`src/srsr_pkg.sv`:
```
// srsr_pkg: constants for the status reporting and service request block
// assumes: imported by srsr_status.sv, no other dependencies
package srsr_pkg;
   // status byte bit positions
   localparam int SB_QUES_BIT = 3;
   localparam int SB_MSG_BIT  = 4;
   localparam int SB_STD_BIT  = 5;
   localparam int SB_RQS_BIT  = 6;
   // standard event bit positions
   localparam int SE_OPC_BIT  = 0;
   localparam int SE_QRY_BIT  = 2;
   localparam int SE_DEV_BIT  = 3;
   localparam int SE_EXE_BIT  = 4;
   localparam int SE_CMD_BIT  = 5;
   localparam int SE_PON_BIT  = 7;
   // masks of the used bits; the bits outside them always read as zero
   localparam logic [7:0] SB_USED_MASK = 8'h78;
   localparam logic [7:0] SE_USED_MASK = 8'hbd;
   // reset values
   localparam logic [7:0]  SE_EVENT_RESET = 8'h80;
   localparam logic [7:0]  MASK_RESET     = 8'h00;
   localparam logic [15:0] QUES_RESET     = 16'h0000;
   // error queue sizing
   localparam int ERRQ_DEPTH = 20;
   localparam int ERRQ_CHARS = 80;
   // self-test answers
   localparam logic [7:0] TEST_PASS = 8'h00;
   localparam logic [7:0] TEST_FAIL = 8'h01;
   // query selector codes
   typedef enum logic [2:0] {
      SRSR_Q_STB,
      SRSR_Q_ESR,
      SRSR_Q_ESE,
      SRSR_Q_QEVENT,
      SRSR_Q_QENABLE,
      SRSR_Q_SRV_MASK,
      SRSR_Q_TEST
   } srsr_query_t;
endpackage

```
`src/srsr_status.sv`:
```
// srsr_status: status byte, event/enable register groups, service request,
// error queue, self-test answer and configuration reset for the remote port.
// assumes: the command parser gives one-cycle strobes on i_clock, finishes earlier
// commands before strobing a status-byte query, and handles text of error entries.
// Summary of operation
// - event bits latch on condition and stay set until cleared
// - event query clears its register; clear-status clears all event registers
// - instrument reset and device clear leave event registers alone
// - queries return binary weighted sum: bit n weighs two to the n
// - group summary is OR of event bits gated by enable bits
// - enable registers writable and readable; reading leaves them intact
// - clear-status leaves enable registers untouched
// - status preset zeroes the questionable data enable register
// - status byte: bit3 ques, bit4 message, bit5 std, bit6 rqs, rest zero
// - message bit set while output data waits, clear once all read
// - summary bits follow their sources without latching
// - clear-status clears summary; event query clears only its group summary
// - service mask zeroed by write of zero; power-on clear per setting
// - service mask selects summaries for bit 6; bit 6 drives bus request
// - request service cleared only by serial poll, causing event read or clear-status
// - serial poll returns byte then clears only request service bit, when no masked summary is still set
// - status-byte query after earlier commands, clears nothing
// - error queue keeps 20 entry codes, FIFO order; the parser keeps text of up to 80 chars
// - self-test query returns 0 on pass, 1 on fail
// - reset command restores configuration to power-on state
// - beeper enable nonvolatile; disabled means no event tones
// - std event: opc0 qry2 dev3 exe4 cmd5 pon7, bits 1 and 6 zero
`timescale 1ns/1ns
`default_nettype none
module srsr_status
   import srsr_pkg::*;
#(
   parameter int QW  = 16,
   parameter int EW  = 16,
   parameter int EQD = ERRQ_DEPTH
)
(
   input  wire logic          i_clock,
   input  wire logic          i_reset_n,
   input  wire logic          i_enable,
   input  wire logic [7:0]    i_std_event,
   input  wire logic [QW-1:0] i_ques_event,
   input  wire logic          i_out_buf_nonempty,
   input  wire logic          i_clear_status,
   input  wire logic          i_status_preset,
   input  wire logic          i_instr_reset,
   input  wire logic          i_device_clear,
   input  wire logic          i_serial_poll,
   input  wire logic          i_query,
   input  wire logic [2:0]    i_query_sel,
   input  wire logic          i_write_ese,
   input  wire logic          i_write_ques_en,
   input  wire logic          i_write_srv_mask,
   input  wire logic [15:0]   i_write_data,
   input  wire logic          i_power_on_clear,
   input  wire logic          i_beep_nv,
   input  wire logic          i_beep_set,
   input  wire logic          i_beep_value,
   input  wire logic          i_beep_request,
   input  wire logic          i_self_test_done,
   input  wire logic          i_self_test_fail,
   input  wire logic          i_err_push,
   input  wire logic [EW-1:0] i_err_code,
   input  wire logic          i_err_pop,
   output logic [7:0]         o_poll_byte,
   output logic               o_poll_valid,
   output logic [15:0]        o_query_data,
   output logic               o_query_valid,
   output logic               o_service_request,
   output logic [EW-1:0]      o_err_code,
   output logic               o_err_valid,
   output logic               o_err_overflow,
   output logic               o_beep_enable,
   output logic               o_beep_tone,
   output logic               o_config_reset
);
   initial
   begin
      if (QW < 1 || QW > 16 || EW < 1 || EQD < 2 || EQD > 255)
      begin
         $error("srsr_status: unsupported parameter values");
      end
   end

   localparam int PW = $clog2(EQD);
   localparam logic [PW-1:0] PLAST = PW'(EQD - 1);
   localparam logic [PW:0]   CFULL = (PW+1)'(EQD);

   logic [7:0]    std_ff;
   logic [7:0]    ese_ff;
   logic [QW-1:0] ques_ff;
   logic [QW-1:0] ques_en_ff;
   logic [7:0]    service_request_mask_ff;
   logic          rqs_ff;
   logic          msg_s1_ff;
   logic          message_waiting_flag_ff;
   logic [EW-1:0] errq_ff [EQD];
   logic [PW-1:0] rd_ptr_ff;
   logic [PW-1:0] wr_ptr_ff;
   logic [PW:0]   count_ff;
   logic          beep_ff;
   logic [7:0]    test_ff;
   logic          pon_seen_ff;

   // query decode
   wire q_esr  = i_query && (i_query_sel == 3'(SRSR_Q_ESR));
   wire q_ques = i_query && (i_query_sel == 3'(SRSR_Q_QEVENT));
   wire q_stb  = i_query && (i_query_sel == 3'(SRSR_Q_STB));

   // group summaries straight from registers, no pipeline
   wire std_sum  = |(std_ff & ese_ff);
   wire ques_sum = |(ques_ff & ques_en_ff);

   wire [7:0] summary_bits;
   assign summary_bits[SB_QUES_BIT] = ques_sum;
   assign summary_bits[SB_MSG_BIT]  = message_waiting_flag_ff;
   assign summary_bits[SB_STD_BIT]  = std_sum;
   assign summary_bits[SB_RQS_BIT]  = 1'b0;
   assign summary_bits[2:0]         = 3'b000;
   assign summary_bits[7]           = 1'b0;

   // a summary being cleared this cycle must not re-raise the request it caused
   wire [7:0] sum_clr = {2'b00, q_esr || i_clear_status, 1'b0, q_ques || i_clear_status, 3'b000};
   // a masked summary raises the request; it sets bit 6 every cycle it holds
   wire rqs_cause = |(summary_bits & ~sum_clr & service_request_mask_ff & SB_USED_MASK);

   wire [7:0] status_byte = (summary_bits | ({7'h00, rqs_ff} << SB_RQS_BIT)) & SB_USED_MASK;

   // clearing the group that caused the request drops it as well
   wire rqs_event_clr = (q_esr && service_request_mask_ff[SB_STD_BIT])
                     || (q_ques && service_request_mask_ff[SB_QUES_BIT]);
   wire nxt_rqs = rqs_cause || (rqs_ff && !i_serial_poll && !rqs_event_clr
                               && !i_clear_status);

   // event latches: set wins over clear in the same cycle
   wire [7:0] std_set = i_std_event & SE_USED_MASK;
   wire [7:0] nxt_std = ((q_esr || i_clear_status) ? 8'h00 : std_ff) | std_set;
   wire [QW-1:0] nxt_ques = ((q_ques || i_clear_status) ? '0 : ques_ff) | i_ques_event;

   wire errq_push = i_err_push && (count_ff != CFULL);
   wire errq_pop  = i_err_pop && (count_ff != '0);

   logic [15:0] query_mux;
   always_comb
   begin
      case (i_query_sel)
         3'(SRSR_Q_STB):     query_mux = {8'h00, status_byte};
         3'(SRSR_Q_ESR):     query_mux = {8'h00, std_ff};
         3'(SRSR_Q_ESE):     query_mux = {8'h00, ese_ff};
         3'(SRSR_Q_QEVENT):  query_mux = 16'(ques_ff);
         3'(SRSR_Q_QENABLE): query_mux = 16'(ques_en_ff);
         3'(SRSR_Q_SRV_MASK): query_mux = {8'h00, service_request_mask_ff};
         3'(SRSR_Q_TEST):    query_mux = {8'h00, test_ff};
         default:            query_mux = 16'h0000;
      endcase
   end

   // event and enable registers
   always_ff @(posedge i_clock or negedge i_reset_n)
   begin
      if (!i_reset_n)
      begin
         std_ff     <= SE_EVENT_RESET;
         ques_ff    <= QW'(QUES_RESET);
         ese_ff     <= MASK_RESET;
         ques_en_ff <= QW'(QUES_RESET);
         rqs_ff     <= 1'b0;
      end
      else if (i_enable)
      begin
         std_ff  <= nxt_std;
         ques_ff <= nxt_ques;
         rqs_ff  <= nxt_rqs;
         // enable writes, status preset and power-on clear only; clear-status never touches them
         if (i_write_ese)
         begin
            ese_ff <= i_write_data[7:0] & SE_USED_MASK;
         end
         else if (pon_seen_ff && i_power_on_clear)
         begin
            ese_ff <= MASK_RESET;
         end
         if (i_status_preset)
         begin
            ques_en_ff <= QW'(QUES_RESET);
         end
         else if (i_write_ques_en)
         begin
            ques_en_ff <= i_write_data[QW-1:0];
         end
      end
   end

   // marks the first enabled cycle after power-on
   always_ff @(posedge i_clock or negedge i_reset_n)
   begin
      if (!i_reset_n)
      begin
         pon_seen_ff <= 1'b1;
      end
      else if (i_enable)
      begin
         pon_seen_ff <= 1'b0;
      end
   end

   // mask has no reset so it survives power-on when the clear setting is off;
   // limitation: a cold start with the setting off leaves it unknown until written
   always_ff @(posedge i_clock)
   begin
      if (i_enable && i_write_srv_mask)
      begin
         service_request_mask_ff <= i_write_data[7:0] & SB_USED_MASK & ~8'h40;
      end
      else if (i_enable && pon_seen_ff && i_power_on_clear)
      begin
         service_request_mask_ff <= MASK_RESET;
      end
   end

   // message available comes from the output buffer logic, possibly async
   always_ff @(posedge i_clock or negedge i_reset_n)
   begin
      if (!i_reset_n)
      begin
         msg_s1_ff               <= 1'b0;
         message_waiting_flag_ff <= 1'b0;
      end
      else if (i_enable)
      begin
         msg_s1_ff               <= i_out_buf_nonempty;
         message_waiting_flag_ff <= msg_s1_ff;
      end
   end

   // answers to the bus and to the parser
   always_ff @(posedge i_clock or negedge i_reset_n)
   begin
      if (!i_reset_n)
      begin
         o_poll_byte       <= 8'h00;
         o_poll_valid      <= 1'b0;
         o_query_data      <= 16'h0000;
         o_query_valid     <= 1'b0;
         o_service_request <= 1'b0;
      end
      else if (i_enable)
      begin
         o_poll_valid      <= i_serial_poll;
         o_query_valid     <= i_query;
         o_service_request <= nxt_rqs;
         if (i_serial_poll)
         begin
            o_poll_byte <= status_byte;
         end
         if (i_query)
         begin
            o_query_data <= q_stb ? {8'h00, status_byte} : query_mux;
         end
      end
   end

   // error queue of codes; the parser keeps each entry's text of up to 80 chars
   always_ff @(posedge i_clock or negedge i_reset_n)
   begin
      if (!i_reset_n)
      begin
         rd_ptr_ff      <= '0;
         wr_ptr_ff      <= '0;
         count_ff       <= '0;
         o_err_overflow <= 1'b0;
      end
      else if (i_enable)
      begin
         if (errq_push)
         begin
            wr_ptr_ff <= (wr_ptr_ff == PLAST) ? '0 : wr_ptr_ff + 1'b1;
         end
         if (errq_pop)
         begin
            rd_ptr_ff <= (rd_ptr_ff == PLAST) ? '0 : rd_ptr_ff + 1'b1;
         end
         count_ff <= count_ff + (PW+1)'(errq_push) - (PW+1)'(errq_pop);
         if (i_err_push && !errq_push)
         begin
            o_err_overflow <= 1'b1;
         end
         else if (i_clear_status)
         begin
            o_err_overflow <= 1'b0;
         end
      end
   end

   always_ff @(posedge i_clock)
   begin
      if (i_enable && errq_push)
      begin
         errq_ff[wr_ptr_ff] <= i_err_code;
      end
   end

   // head of queue registered so the output stays flop driven
   always_ff @(posedge i_clock or negedge i_reset_n)
   begin
      if (!i_reset_n)
      begin
         o_err_code  <= '0;
         o_err_valid <= 1'b0;
      end
      else if (i_enable)
      begin
         o_err_valid <= (count_ff != '0);
         o_err_code  <= (count_ff != '0) ? errq_ff[rd_ptr_ff] : '0;
      end
   end

   // self-test result, beeper and configuration reset
   always_ff @(posedge i_clock or negedge i_reset_n)
   begin
      if (!i_reset_n)
      begin
         test_ff        <= TEST_PASS;
         beep_ff        <= 1'b1;
         o_beep_enable  <= 1'b1;
         o_beep_tone    <= 1'b0;
         o_config_reset <= 1'b1;
      end
      else if (i_enable)
      begin
         if (i_self_test_done)
         begin
            test_ff <= i_self_test_fail ? TEST_FAIL : TEST_PASS;
         end
         // beeper state lives in the nonvolatile store; reload it at power-on
         if (i_beep_set)
         begin
            beep_ff <= i_beep_value;
         end
         else if (pon_seen_ff)
         begin
            beep_ff <= i_beep_nv;
         end
         o_beep_enable  <= i_beep_set ? i_beep_value : beep_ff;
         o_beep_tone    <= i_beep_request && beep_ff;
         // pulse tells config logic to reload power-on state; events stay intact
         o_config_reset <= pon_seen_ff || i_instr_reset;
      end
   end
endmodule
`default_nettype wire

```
`config.mk`:
```
export PLATFORM = sky130hd
export DESIGN_NAME = srsr_status
export DESIGN_NICKNAME = d
export VERILOG_FILES = /design/src/srsr_pkg.sv /design/src/srsr_status.sv
export SDC_FILE = /design/constraint.sdc
export NUM_CORES = 1
export LEC_CHECK = 0
export BUFFER_PORTS_ARGS = -buffer_cell sky130_fd_sc_hd__clkbuf_2
export CORE_MARGIN = 1
export CORE_UTILIZATION = 54
export CTS_CLUSTER_DIAMETER = 150
export DETAILED_ROUTE_END_ITERATION = 12
export PLACE_DENSITY = 0.77
export SLEW_MARGIN = 20
export SYNTH_ARGS = -nofsm -noshare
export SYNTH_HDL_FRONTEND = slang
export SYNTH_SLANG_ARGS = --single-unit
export TNS_END_PERCENT = 1
```
`constraint.sdc`:
```
create_clock -name i_clock -period 2.45 [get_ports i_clock]
set_input_delay 0.735 -clock i_clock [delete_from_list [all_inputs] [get_ports i_clock]]
set_output_delay 0.735 -clock i_clock [all_outputs]
set_load 0.02 [all_outputs]
```
==> results.yml <==
outcome:
  status: "finished, final reports clean"
sta:
  setup_viol_count_final: 0
  final_hold_viol_count: 0
  fin_skew_ps: 10.7
  tightest_slew_ps: 846
  max-slew-margin-rel: 0.435
  maxSlewViolCount: 0
  min_period_ps: 2300
  finalCritPeriodShare: 0.937
  max_freq_mhz: 435
  finalSetupTns_ps: 0
synthesis:
  yosysSeqAreaShare: 0.706
  synth_top_area_share: 0.551
  avgSynthCellArea_sq_um: 15.8
  yosys.area.top_type: "edfxtp_1"
  yosysUniqueCellTypes: 60
  synth_warnings: 0
  synth_edf_count: 323
  syn_area_sq_um: 17600
  synth_cells: 1114
  synth-seq-cells: 432
  synthFlopType: "edfxtp_1"
  ys_async_sr_fraction: 0.252
  yosys-top-cells-area: "edfxtp_1 55%, dfrtp_1 15%, mux4_2 6.1%"
die:
  die-area_sq_um: 33300
  io_pins: 129
  die_w_um: 183
  die_h_um: 183
  initial_utilization: 0.553
  core_area_sq_um: 31800
  num_rows: 65
global_routing:
  grt.overflow.total: 0
  grt_pass1_vias: 10597
  grt_max_degree: 77
  grt.total_usage: 0.234
  antenna_found_initial: 1
  grt_pass1_wl_um: 59300
setup_path:
  cp-endpoint: "count_ff[4]"
  crit_path_end_kind: "flop"
  r2r_slack_ps: 150
  worst-r2r-cell-count: 12
  startpoint: "count_ff[3]"
  r2r-start: "count_ff[3]"
  crit_buf_inv: 2
  r2r_end: "count_ff[4]"
  critPathTopFamily: "adder cells"
  crit_chain: "inv_1, ha_2, a31oi_1, ha_1, inv_1, ha_1, fa_2, a21oi_2, nor2_1, nor2_1, xor2_1, mux2i_1"
  cp.depth: 12
  cp.required_ps: 2860
  path_class: "flop to flop"
  critical_path.max_fanout: 3
  cp.arrival_ps: 2700
  crit_path_start_kind: "flop"
  crit_slowest_cell: "dfrtp_1"
  cpPeakStageDelay_ps: 400
cts:
  numCtsBuffers: 43
  tritoncts: "built"
  clockBufferDepth: 3
  clk_pin_slew_ps: 60
  clock_sinks: 432
  worstSkewPairLatency_ps: 540
  htreeDepth: 2
  hold_buffers: 0
  clockRootBuffer: "clkbuf_16"
final_layout:
  layout-drive-gt1-share: 0.262
  num_antenna_cells: 0
  layout_commonest_cell: "edfxtp_1"
  syn_to_final_growth_pct: 16.7
  fillers: 2202
  nets: 1376
  layout_common_cells: "323 x edfxtp_1, 120 x clkbuf_2, 102 x dfrtp_1, 58 x nand2_1, 53 x nor2_1"
run:
  cap_violations: 0
detailed_routing:
  wl_met1_um: 15400
  ant_nets: 0
  first_pass_iters: 7
  drc: 0
  top_layer: "met4"
  routed-wl-met3_um: 2950
  vias: 10278
  drt_first_iter_violations: 889
  wl_per_cell_um: 21.7
  wl_met2_um: 18800
  wl_um: 37900
  vias_per_cell: 5.88
power:
  netSwitchingFraction: 0.291
  power.density_nw_per_um2: 1010
  p_switching_uw: 6030
  total_power_uw: 20700
  ir_worst_vdd_uv: 754
  p_comb_frac: 0.238
  p_int_uw: 14700
  p_leak_uw: 0.00759
  p_clk_frac: 0.325
  p_seq_frac: 0.437
placement:
  place.gp.congestion: 0.911
  hpwl_um: 24700
  portBuffers: 121
min_path:
  hp-class: "input pin to asynchronous set/reset pin"
## synth_stat cells, drive strengths merged, types with 4 or more instances
cell type,n
nor2b,22
mux4,48
ha,14
mux2,27
a21oi,45
and3,4
nor3,18
a221oi,6
buf,44
o21ai,50
dfstp,5
dfrtp,104
a31oi,24
o22ai,16
a22o,34
nand3b,7
nand2,59
edfxtp,323
nor2,56
a22oi,31
a21o,4
mux2i,52
inv,15
clkbuf,21
nand2b,42
nand3,11
## layout make-up
class,instances,area [sq um],share of cell area
inverter,15,56.3,0.00274
timing repair buffer,183,1250,0.0608
clock buffer,55,1170,0.0570
multi-input combinational,605,4790,0.233
sequential,432,12400,0.606
tap,435,544,0.0265
clock inverter,24,295,0.0144
## flip-flops by register name, indices dropped and copies added (netlist names), 3 cells and up
register / count
ques_ff: 16
ese_ff: 6
errq_ff: 320
service_request_mask_ff: 3
o_err_code: 16
ques_en_ff: 16
o_poll_byte: 4
rd_ptr_ff: 5
count_ff: 6
wr_ptr_ff: 5
std_ff: 6
o_query_data: 16
## logic make-up after synthesis
| group | Yosys count | share of synthesized area |
|---|---|---|
| muxes | 127 | 0.108 |
| DFF | 432 | 0.706 |
| other | 1 | 0.000213 |
| adders and majority gates | 15 | 0.0111 |
| AOI/OAI and AO/OA | 221 | 0.0816 |
| xor gates and xnor gates | 5 | 0.00249 |
| and+or+nand+nor | 233 | 0.0658 |
| buffers and inverters | 80 | 0.0241 |
## power groups by stage
| stage | Combinational, uW | Sequential [uW] | Clock, uW |
|---|---|---|---|
| after detailed placement | 4850 | 9180 | 0 |
| after global routing | 5380 | 9110 | 7110 |
| after global placement | 4750 | 9150 | 0 |
| after floorplan | 3420 | 9030 | 0 |
| final | 4940 | 9050 | 6730 |
| after CTS | 4890 | 9040 | 6840 |
## per-layer routing
layer  up-vias  GRT usage
li1       4629          -
met1      5166      0.308
met2       420      0.398
met3        63     0.0463
met4         0     0.0682
met5         -          0
## worst min path at each step
stage	start	end	slack [ps]	cells past startpoint
6_report	i_reset_n	o_beep_tone	150	1
5_1_grt	i_reset_n	o_beep_tone	160	1
4_1_cts	i_reset_n	o_err_code[13]	140	1
3_5_place_dp	o_query_data[3]	o_query_data[3]	480	1
3_3_place_gp	o_query_data[3]	o_query_data[3]	460	1
2_1_floorplan	i_reset_n	count_ff[0]	440	0
## through the flow
stage | hold slack (ps) | instance area, sq um | setup slack, ps | cells | util
3_5_place_dp | 478 | 19000 | -163 | 1668 | 0.599
2_1_floorplan | 439 | 17600 | -98.6 | 1117 | -
5_1_grt | 158 | 20500 | -16.2 | 1749 | 0.646
6_report | 146 | 20500 | 154 | 1749 | 0.646
3_3_place_gp | 460 | 19000 | -168 | 1668 | 0.599
4_1_cts | 140 | 20500 | 32.9 | 1747 | 0.645
## repair_timing
item	in CTS	in global routing
setup buffers	0	2
endpoints found under the setup margin	0	2
gates resized for setup	0	9
## worst register-to-register path: stages, from the launching register on
cell	delay, ps
dfrtp_1	400
inv_1	100
ha_2	190
a31oi_1	80
ha_1	280
inv_1	40
ha_1	200
fa_2	360
a21oi_2	130
nor2_1	50
nor2_1	120
xor2_1	150
mux2i_1	80
(Power assumes the default switching activity.)
